==> src/common/wake_timer_pkg.sv <==
package wake_timer_pkg;
    // register byte addresses
    localparam logic [5:0] ADR_CMD    = 6'h00;
    localparam logic [5:0] ADR_CFG    = 6'h04;
    localparam logic [5:0] ADR_THRLO  = 6'h08;
    localparam logic [5:0] ADR_THRHI  = 6'h0c;
    localparam logic [5:0] ADR_STAT0  = 6'h10;
    localparam logic [5:0] ADR_STAT1  = 6'h14;
    localparam logic [5:0] ADR_CNT0   = 6'h18;
    localparam logic [5:0] ADR_CNT1   = 6'h1c;
    localparam logic [5:0] ADR_CNT2   = 6'h20;
    localparam logic [5:0] ADR_CNTALL = 6'h24;
    // command register bits
    localparam int BIT_WAKE_CLEAR_CMD_BIT  = 0;
    localparam int BIT_RELAY  = 1;
    localparam int BIT_TSTART = 2;
    // configuration register bit
    localparam int BIT_SRC    = 0;
    // reset values and counter full scale
    localparam logic        RST_SRC   = 1'b0;
    localparam logic        RST_RELAY = 1'b0;
    localparam logic [15:0] RST_THR   = 16'h0000;
    localparam logic [23:0] RST_CNT   = 24'h000000;
    localparam logic [23:0] CNT_FULL  = 24'hffffff;
    // timing
    localparam int CLK_NS         = 4;
    localparam int WK_FILT_NS     = 2000000;
    localparam int RELAY_OFF_NS   = 16000000;
    localparam int TICK_NS        = 1000000000 / 128;
    localparam int WK_FILT_CYC    = WK_FILT_NS / CLK_NS;
    localparam int RELAY_OFF_CYC  = (RELAY_OFF_NS + CLK_NS - 1) / CLK_NS;
    localparam int TICK_CYC       = TICK_NS / CLK_NS;

    typedef struct packed {
        logic timerWake;
        logic relay;
        logic wakeLatch;
        logic wakeLevel;
    } op_stat0_t;

    typedef enum logic [2:0] {
        WK_IDLE    = 3'b001,
        WK_ACTIVE  = 3'b010,
        WK_CLEARED = 3'b100
    } wk_state_t;
endpackage

==> src/core/wake_relay_timer.sv <==
// Overview of operation
// - filtered wake high starts the device start-up request
// - wake pin deglitched on both edges; filtered level readable
// - filtered rising edge sets internal wake latch, readable
// - wake-clear command clears the latch; host uses it for sleep
// - cleared latch stays clear while the pin stays high
// - filtered low returns wake machine to inactive, arming next edge
// - key low: relay follows command bit; key high: relay on; readable
// - fault switches relay off, back on after release, minimum off time
// - engine-off timer works only with its enable pin high
// - nonzero threshold enables comparator; zero means count only
// - counter equal to threshold sets timer wake flag, readable
// - wake-clear clears timer flag only while counter differs
// - config bit picks start source: key fall (reset) or command
// - start event clears counter and starts counting
// - standby reset flag clears at counter start; host reads first
// - standby ramp resets counter and threshold, sets standby flag
// - 24-bit count readable in three registers and one multi-read
// - reads and wake-ups never pause or alter the counter
// - main reset leaves counter alone but clears threshold
// - counter saturates at full scale; standby reset zeroes it
// - one increment per 1/128 s tick, 24 bits wide
// - wake filter interval nominally 2 ms
// - relay stays off at least 16 ms after a fault switch-off
// - 16-bit threshold, 2 s per step, nonzero enables compare
`timescale 1ns/10ps
`default_nettype none
module wake_relay_timer
    import wake_timer_pkg::*;
#(
    parameter int WkFiltCyc   = WK_FILT_CYC,
    parameter int RelayOffCyc = RELAY_OFF_CYC,
    parameter int TickCyc     = TICK_CYC
)(
    // clock and resets
    input  wire logic        clk,
    input  wire logic        rst_n,
    input  wire logic        stbyRst_n,
    // pins
    input  wire logic        wakePin,
    input  wire logic        keyPin,
    input  wire logic        timerEnablePin,
    input  wire logic        relayFault,
    output logic             mainRelayOut,
    output logic             startUpReq,
    // wishbone slave
    input  wire logic        wb_cyc_i,
    input  wire logic        wb_stb_i,
    input  wire logic        wb_we_i,
    input  wire logic [5:0]  wb_adr_i,
    input  wire logic [3:0]  wb_sel_i,
    input  wire logic [31:0] wb_dat_i,
    output logic [31:0]      wb_dat_o,
    output logic             wb_ack_o
);
    // pin synchronisers: bit 0 wake, 1 key, 2 enable, 3 fault
    logic [3:0]  pinS1_r;
    logic [3:0]  pinS2_r;
    logic [3:0]  pinS3_r;
    logic [3:0]  pinLvl_r;
    logic        wkFilt_r;
    logic [19:0] wkFiltCnt_r;
    wk_state_t   wkState_r;
    logic        wkLatch_r;
    logic        relayCmd_r;
    logic        relayOut_r;
    logic        faultOff_r;
    logic [22:0] offCnt_r;
    logic        srcCmd_r;
    logic [15:0] thr_r;
    logic [23:0] cnt_r;
    logic        running_r;
    logic [21:0] tickCnt_r;
    logic        tick;
    logic        timerFlag_r;
    logic        stbyFlag_r;
    logic        keyPrev_r;
    logic        wbAck_r;
    logic [31:0] wbDat_r;
    logic        wbReq;
    logic        wbWrite;
    logic        cmdWr;
    logic        wkClear;
    logic        startCmd;
    logic        keyFall;
    logic        startEv;
    logic        cmpOn;
    logic        match;
    logic        thrRst_n;
    op_stat0_t   stat0;

    function automatic logic regHit(input logic [5:0] adr, input logic [5:0] ref_);
        regHit = (adr[5:2] == ref_[5:2]);
    endfunction

    assign wbReq    = wb_cyc_i & wb_stb_i;
    // a write lands on the edge where ack is seen high
    assign wbWrite  = wbReq & wb_we_i & wbAck_r & wb_sel_i[0];
    assign cmdWr    = wbWrite & regHit(wb_adr_i, ADR_CMD);
    assign wkClear  = cmdWr & wb_dat_i[BIT_WAKE_CLEAR_CMD_BIT];
    assign startCmd = cmdWr & wb_dat_i[BIT_TSTART];
    assign keyFall  = keyPrev_r & ~pinLvl_r[1];
    assign startEv  = srcCmd_r ? startCmd : keyFall;
    assign cmpOn    = (thr_r != RST_THR);
    // threshold step is 256 counter ticks
    assign match    = (cnt_r[23:8] == thr_r);
    assign tick     = (tickCnt_r == 22'(TickCyc - 1));
    assign thrRst_n = rst_n & stbyRst_n;

    // a pin change is accepted once stages two and three agree
    always_ff @(posedge clk or negedge rst_n)
    begin
        if (!rst_n)
        begin
            pinS1_r  <= 4'h0;
            pinS2_r  <= 4'h0;
            pinS3_r  <= 4'h0;
            pinLvl_r <= 4'h0;
            keyPrev_r <= 1'b0;
        end
        else
        begin
            pinS1_r  <= {relayFault, timerEnablePin, keyPin, wakePin};
            pinS2_r  <= pinS1_r;
            pinS3_r  <= pinS2_r;
            pinLvl_r <= (pinS2_r & pinS3_r) | (pinLvl_r & (pinS2_r | pinS3_r));
            keyPrev_r <= pinLvl_r[1];
        end
    end

    // deglitch both edges; level must hold the whole interval
    always_ff @(posedge clk or negedge rst_n)
    begin
        if (!rst_n)
        begin
            wkFilt_r    <= 1'b0;
            wkFiltCnt_r <= 20'h00000;
        end
        else if (pinLvl_r[0] == wkFilt_r)
            wkFiltCnt_r <= 20'h00000;
        else if (wkFiltCnt_r == 20'(WkFiltCyc - 1))
        begin
            wkFilt_r    <= pinLvl_r[0];
            wkFiltCnt_r <= 20'h00000;
        end
        else
            wkFiltCnt_r <= wkFiltCnt_r + 20'h00001;
    end

    // wake state machine
    always_ff @(posedge clk or negedge rst_n)
    begin
        if (!rst_n)
        begin
            wkState_r <= WK_IDLE;
            wkLatch_r <= 1'b0;
        end
        else
        begin
            case (wkState_r)
                WK_IDLE:
                begin
                    if (wkFilt_r)
                    begin
                        wkState_r <= WK_ACTIVE;
                        wkLatch_r <= 1'b1;
                    end
                end
                WK_ACTIVE:
                begin
                    if (!wkFilt_r)
                    begin
                        wkState_r <= WK_IDLE;
                        wkLatch_r <= 1'b0;
                    end
                    else if (wkClear)
                    begin
                        wkState_r <= WK_CLEARED;
                        wkLatch_r <= 1'b0;
                    end
                end
                WK_CLEARED:
                begin
                    if (!wkFilt_r)
                        wkState_r <= WK_IDLE;
                end
                default:
                begin
                    wkState_r <= WK_IDLE;
                    wkLatch_r <= 1'b0;
                end
            endcase
        end
    end

    // start-up request from either wake source
    assign startUpReq = wkLatch_r | timerFlag_r;

    // relay command and start source configuration
    always_ff @(posedge clk or negedge rst_n)
    begin
        if (!rst_n)
        begin
            relayCmd_r <= RST_RELAY;
            srcCmd_r   <= RST_SRC;
        end
        else
        begin
            if (cmdWr)
                relayCmd_r <= wb_dat_i[BIT_RELAY];
            if (wbWrite && regHit(wb_adr_i, ADR_CFG))
                srcCmd_r <= wb_dat_i[BIT_SRC];
        end
    end

    // fault forces off; off interval restarts on each switch-off
    always_ff @(posedge clk or negedge rst_n)
    begin
        if (!rst_n)
        begin
            faultOff_r <= 1'b0;
            offCnt_r   <= 23'h000000;
        end
        else if (pinLvl_r[3])
        begin
            faultOff_r <= 1'b1;
            if (!faultOff_r)
                offCnt_r <= 23'(RelayOffCyc - 1);
            else if (offCnt_r != 23'h000000)
                offCnt_r <= offCnt_r - 23'h000001;
        end
        else if (offCnt_r != 23'h000000)
            offCnt_r <= offCnt_r - 23'h000001;
        else
            faultOff_r <= 1'b0;
    end

    // key high wins; otherwise the host command decides
    always_ff @(posedge clk or negedge rst_n)
    begin
        if (!rst_n)
            relayOut_r <= 1'b0;
        else
            relayOut_r <= (pinLvl_r[1] | relayCmd_r) & ~faultOff_r & ~pinLvl_r[3];
    end
    assign mainRelayOut = relayOut_r;

    // either reset clears threshold; low-byte writes
    always_ff @(posedge clk or negedge thrRst_n)
    begin
        if (!thrRst_n)
            thr_r <= RST_THR;
        else if (wbWrite && regHit(wb_adr_i, ADR_THRLO))
            thr_r[7:0] <= wb_dat_i[7:0];
        else if (wbWrite && regHit(wb_adr_i, ADR_THRHI))
            thr_r[15:8] <= wb_dat_i[7:0];
    end

    // prescaler runs only when enabled; standby reset clears it, main reset clears it through the reset enable synchroniser
    always_ff @(posedge clk or negedge stbyRst_n)
    begin
        if (!stbyRst_n)
            tickCnt_r <= 22'h000000;
        else if (!pinLvl_r[2] || startEv || tick)
            tickCnt_r <= 22'h000000;
        else if (running_r)
            tickCnt_r <= tickCnt_r + 22'h000001;
    end

    // start clears and runs; saturate, standby zeroes
    // one count per tick; bus reads never touch this
    always_ff @(posedge clk or negedge stbyRst_n)
    begin
        if (!stbyRst_n)
        begin
            cnt_r     <= RST_CNT;
            running_r <= 1'b0;
        end
        else if (pinLvl_r[2] && startEv)
        begin
            cnt_r     <= RST_CNT;
            running_r <= 1'b1;
        end
        else if (pinLvl_r[2] && running_r && tick && cnt_r != CNT_FULL)
            cnt_r <= cnt_r + 24'h000001;
    end

    // set by standby ramp; cleared by counter start
    always_ff @(posedge clk or negedge stbyRst_n)
    begin
        if (!stbyRst_n)
            stbyFlag_r <= 1'b1;
        else if (pinLvl_r[2] && startEv)
            stbyFlag_r <= 1'b0;
    end

    // match sets the flag; set wins over a clear
    // clear only honoured while no match
    always_ff @(posedge clk or negedge stbyRst_n)
    begin
        if (!stbyRst_n)
            timerFlag_r <= 1'b0;
        else if (pinLvl_r[2] && cmpOn && match)
            timerFlag_r <= 1'b1;
        else if (wkClear && !match)
            timerFlag_r <= 1'b0;
    end

    assign stat0 = {timerFlag_r, relayOut_r, wkLatch_r, wkFilt_r};

    // read data is captured with the ack so it stands while ack is high
    // three count bytes plus one combined word
    always_ff @(posedge clk or negedge rst_n)
    begin
        if (!rst_n)
        begin
            wbAck_r <= 1'b0;
            wbDat_r <= 32'h00000000;
        end
        else
        begin
            wbAck_r <= wbReq & ~wbAck_r;
            if (wbReq && !wbAck_r)
            begin
                case (wb_adr_i[5:2])
                    ADR_CMD[5:2]:    wbDat_r <= {30'h0, relayCmd_r, 1'b0};
                    ADR_CFG[5:2]:    wbDat_r <= {31'h0, srcCmd_r};
                    ADR_THRLO[5:2]:  wbDat_r <= {24'h0, thr_r[7:0]};
                    ADR_THRHI[5:2]:  wbDat_r <= {24'h0, thr_r[15:8]};
                    ADR_STAT0[5:2]:  wbDat_r <= {28'h0, stat0};
                    ADR_STAT1[5:2]:  wbDat_r <= {31'h0, stbyFlag_r};
                    ADR_CNT0[5:2]:   wbDat_r <= {24'h0, cnt_r[7:0]};
                    ADR_CNT1[5:2]:   wbDat_r <= {24'h0, cnt_r[15:8]};
                    ADR_CNT2[5:2]:   wbDat_r <= {24'h0, cnt_r[23:16]};
                    ADR_CNTALL[5:2]: wbDat_r <= {8'h0, cnt_r};
                    default:         wbDat_r <= 32'h00000000;
                endcase
            end
        end
    end
    assign wb_ack_o = wbAck_r;
    assign wb_dat_o = wbDat_r;
endmodule
`default_nettype wire
==> config.mk <==
export PLATFORM = sky130hd
export DESIGN_NAME = wake_relay_timer
export DESIGN_NICKNAME = d
export VERILOG_FILES = /design/src/common/wake_timer_pkg.sv /design/src/core/wake_relay_timer.sv
export SDC_FILE = /design/constraint.sdc
export NUM_CORES = 1
export LEC_CHECK = 0
export ABC_AREA = 1
export BUFFER_PORTS_ARGS = -buffer_cell sky130_fd_sc_hd__buf_2
export CAP_MARGIN = 20
export CELL_PAD_IN_SITES_DETAIL_PLACEMENT = 1
export CELL_PAD_IN_SITES_GLOBAL_PLACEMENT = 2
export CORE_AREA = 2 2 183 149
export DETAILED_ROUTE_END_ITERATION = 16
export DIE_AREA = 0 0 185 151
export PLACE_DENSITY = 0.87
export SLEW_MARGIN = 5
export SYNTH_ARGS = -nofsm -noshare
export SYNTH_HDL_FRONTEND = slang
export SYNTH_SLANG_ARGS = --single-unit
==> constraint.sdc <==
create_clock -name clk -period 2 [get_ports clk]
set_clock_uncertainty 0.05 [all_clocks]
set_input_delay 0.4 -clock clk [delete_from_list [all_inputs] [get_ports clk]]
set_output_delay 0.4 -clock clk [all_outputs]
set_load 0.01 [all_outputs]
==> flow_summary.ini <==
[routing]
dr_total_vias = 8235
detailed_route_vias_per_instance = 4.85
wl_per_cell_um = 16.7
detail-route-antenna-nets = 0
finalWirelength_mm = 28.4
post-route-drc-count = 0
first_pass_iters = 5
drtIter0Drc = 460

[synthesis]
synth.avg_cell_area_um2 = 7.47
ys_top_cells_by_area = dfrtp_1, nand2_1, nor2_1
synthesis.instances = 1212
yosysTopAreaCellShare_pct = 43.4
most_instantiated_flip_flop_cell_in_the_synthesis_netlist = dfrtp_1
post_synth_edffs = 0
ys_async_sr_fraction_pct = 100
yosysSeqAreaShare_pct = 44.0
synth_top_area_cell = dfrtp_1
yosys_warnings = 0
synth_cell_type_count = 43
synth.cells.most_frequent = nand2_1, nor2_1, dfrtp_1
synth_seq_cells = 159
syn-cell-area_mm2 = 0.00906
synth.most_common_cell = nand2_1

[worst_setup_path]
reg2reg_to = cnt_r[11]$_DFFE_PN0P_
worst-path-max-fanout = 24
cp_data_arrival_time_ns = 2.17
r2r_slack_ns = 0.14
r2r_start = cnt_r[0]$_DFFE_PN0P_
start_kind = flop
critical_path_required_ns = 2.31
timing_worst_setup_path_type = flop to flop
setup.worst_path.end_class = flop
worst-r2r-cell-count = 11
setup.worst_path.start = cnt_r[0]$_DFFE_PN0P_
critPathCapture = cnt_r[11]$_DFFE_PN0P_

[sta]
hold_viol = 0
setup_viol = 0
timing.hold.ws_ns = 0.0174
finalMaxSlewViolations = 0
worst_pin_slew_ns = 0.894
timing.slew.headroom_pct = 40.4
final.setup.worst_slack_ns = 0.140
timing.fmax_mhz = 538
final_min_period_over_clock_period_pct = 93.0
rsz0062_at_grt = true
layout_min_cycle_time_ns = 1.86

[global_routing]
antenna_found_initial = 0
wire_length_of_the_first_global_routing_pass_mm = 46.3
globalRoute.totalOverflow = 0
largest_net_degree_at_the_start_of_global_routing = 95
first_global_vias = 8595
grt_usage_pct = 21.6

[power]
power_per_cell_area_mw_per_mm2 = 761
power.static_leakage_nw = 5.21
max-vdd-ir-drop_mv = 0.562
finalPower_mw = 8.21

[placement]
dpl-instance-area_mm2 = 0.0101
place_congestion = 0.892
dp_slack_ns = -0.174
dp.final_hpwl_mm = 21.1
port_buffers = 49

[layout]
finish.net_count = 1385
design_area_mm2 = 0.0108
flow.area_growth_from_synthesis_pct = 19.1
antenna-diode-count = 0
layout.filler_cells = 3286
fin_util_pct = 41.5
drive_above_1_share_pct = 15.8

[job]
max-cap-violations = 0

[clocking]
cts_max_level = 4
clk_latency_ns = 0.43
cts-root-buf = clkbuf_16
cts_max_path_buffers = 2
tritoncts = built
cts-buffers-inserted = 17
tritoncts_num_sinks = 159
cts.clk_slew.worst_paths_ns = 0.08
cts_hold_buffers = 0

[floorplan]
io_pins = 87
floorplan.die_area_mm2 = 0.0279
std_cell_rows = 53
initial_utilization_pct = 34.8
die_y_um = 151
core_mm2 = 0.0260
floorplan_die_width_um = 185

[min_path]
worstHoldPathType = input pin to async pin

[outcome]
status = finished clean
-- state kept, by name, indices dropped and copies added, names as in the netlist, 3 cells and up --
| name | cells |
|---|---|
| pinS3_r | 4 |
| wkFiltCnt_r | 20 |
| tickCnt_r | 22 |
| pinS1_r | 4 |
| pinLvl_r | 4 |
| wb_dat_o | 24 |
| wkState_r | 3 |
| offCnt_r | 23 |
| cnt_r | 24 |
| pinS2_r | 4 |
| thr_r | 16 |
-- per-stage QoR --
step	cells	setup TNS, ns
after CTS	1695	0
after floorplan	1219	0
after detailed placement	1662	-2.48
after global placement	1662	-0.325
after global routing	1697	-0.000174
final	1697	0
-- kinds of logic (layout without fill, tap and decap cells) --
| kind of cell | count (synthesis) | in the layout | synth area share (%) |
|---|---|---|---|
| buffers and inverters | 177 | 297 | 8.72 |
| adder cells (fa/ha/maj) | 10 | 10 | 1.27 |
| AND/OR/NAND/NOR | 728 | 729 | 35.8 |
| other | 1 | 8 | 0.0414 |
| flip-flops | 159 | 159 | 44.0 |
| XOR/XNOR | 55 | 55 | 5.32 |
| AO/OA/AOI/OAI | 82 | 82 | 4.88 |
-- metal layers --
layer,vias up,wire length (µm),track usage [%]
li1,4041,-,-
met1,4081,14500,30.8
met2,88,12800,34.3
met3,25,657,3.29
met4,0,425,5.48
met5,-,0,0
-- area by class of cell --
cell class	count	area, µm²	area share (%)
clock buffer	18	439	4.07
multi-input combinational	884	4340	40.3
inverter	143	537	4.98
clock inverter	14	180	1.67
sequential	159	3980	36.9
timing repair buffer	122	858	7.96
tap	357	447	4.14
-- how the worst min path moves through the flow --
stage | end | slack [ns] | start | depth (start not counted)
final | wb_dat_o[17]$_DFFE_PN0P_ | 0.02 | rst_n | 2
after global routing | pinS1_r[3]$_DFF_PN0_ | 0.004 | relayFault | 1
after CTS | pinS1_r[3]$_DFF_PN0_ | 0.002 | relayFault | 1
after detailed placement | pinS2_r[3]$_DFF_PN0_ | 0.29 | pinS1_r[3]$_DFF_PN0_ | 0
after global placement | pinS2_r[0]$_DFF_PN0_ | 0.29 | pinS1_r[0]$_DFF_PN0_ | 0
after floorplan | cnt_r[0]$_DFFE_PN0P_ | 0.05 | stbyRst_n | 0
-- placed cells by master (no fill, tap or decap), drive strengths merged --
master	count
a21boi	1
a21oi	14
a31o	1
a31oi	1
and2	2
and3	2
buf	122
bufinv	3
clkbuf	18
clkinv	4
clkinvlp	2
conb	8
dfrtp	157
dfstp	2
ha	6
inv	148
maj3	4
nand2	343
nand3	117
nand3b	4
nand4	22
nor2	202
nor2b	1
nor3	30
nor3b	3
o211ai	3
o21ai	52
o21bai	1
o22ai	7
o31ai	2
or2	2
or3b	1
xnor2	21
xor2	34
-- critical path, stage by stage, from the launching register on --
cell     delay, ns
dfrtp_1       0.37
ha_2          0.25
nand2_4       0.09
buf_4         0.15
nor2_1        0.08
nand2_1       0.06
nor2_1        0.10
nand3_1       0.14
nand2_2       0.13
buf_12        0.18
nand3_1       0.09
nand2_1       0.11
-- repair_timing --
action                                  CTS  global route
gates cloned                              1             0
buffers inserted                          0             2
endpoints found under the setup margin   24            34
pin swaps                                 0             2
gates resized for setup                   1             7
-- where the power goes --
group | internal [mW] | total [mW] | switching (mW)
Sequential | 3.42 | 3.62 | 0.198
Clock | 2.02 | 3.51 | 1.49
Combinational | 0.367 | 1.08 | 0.708
Power figures use the tool's default switching activity.
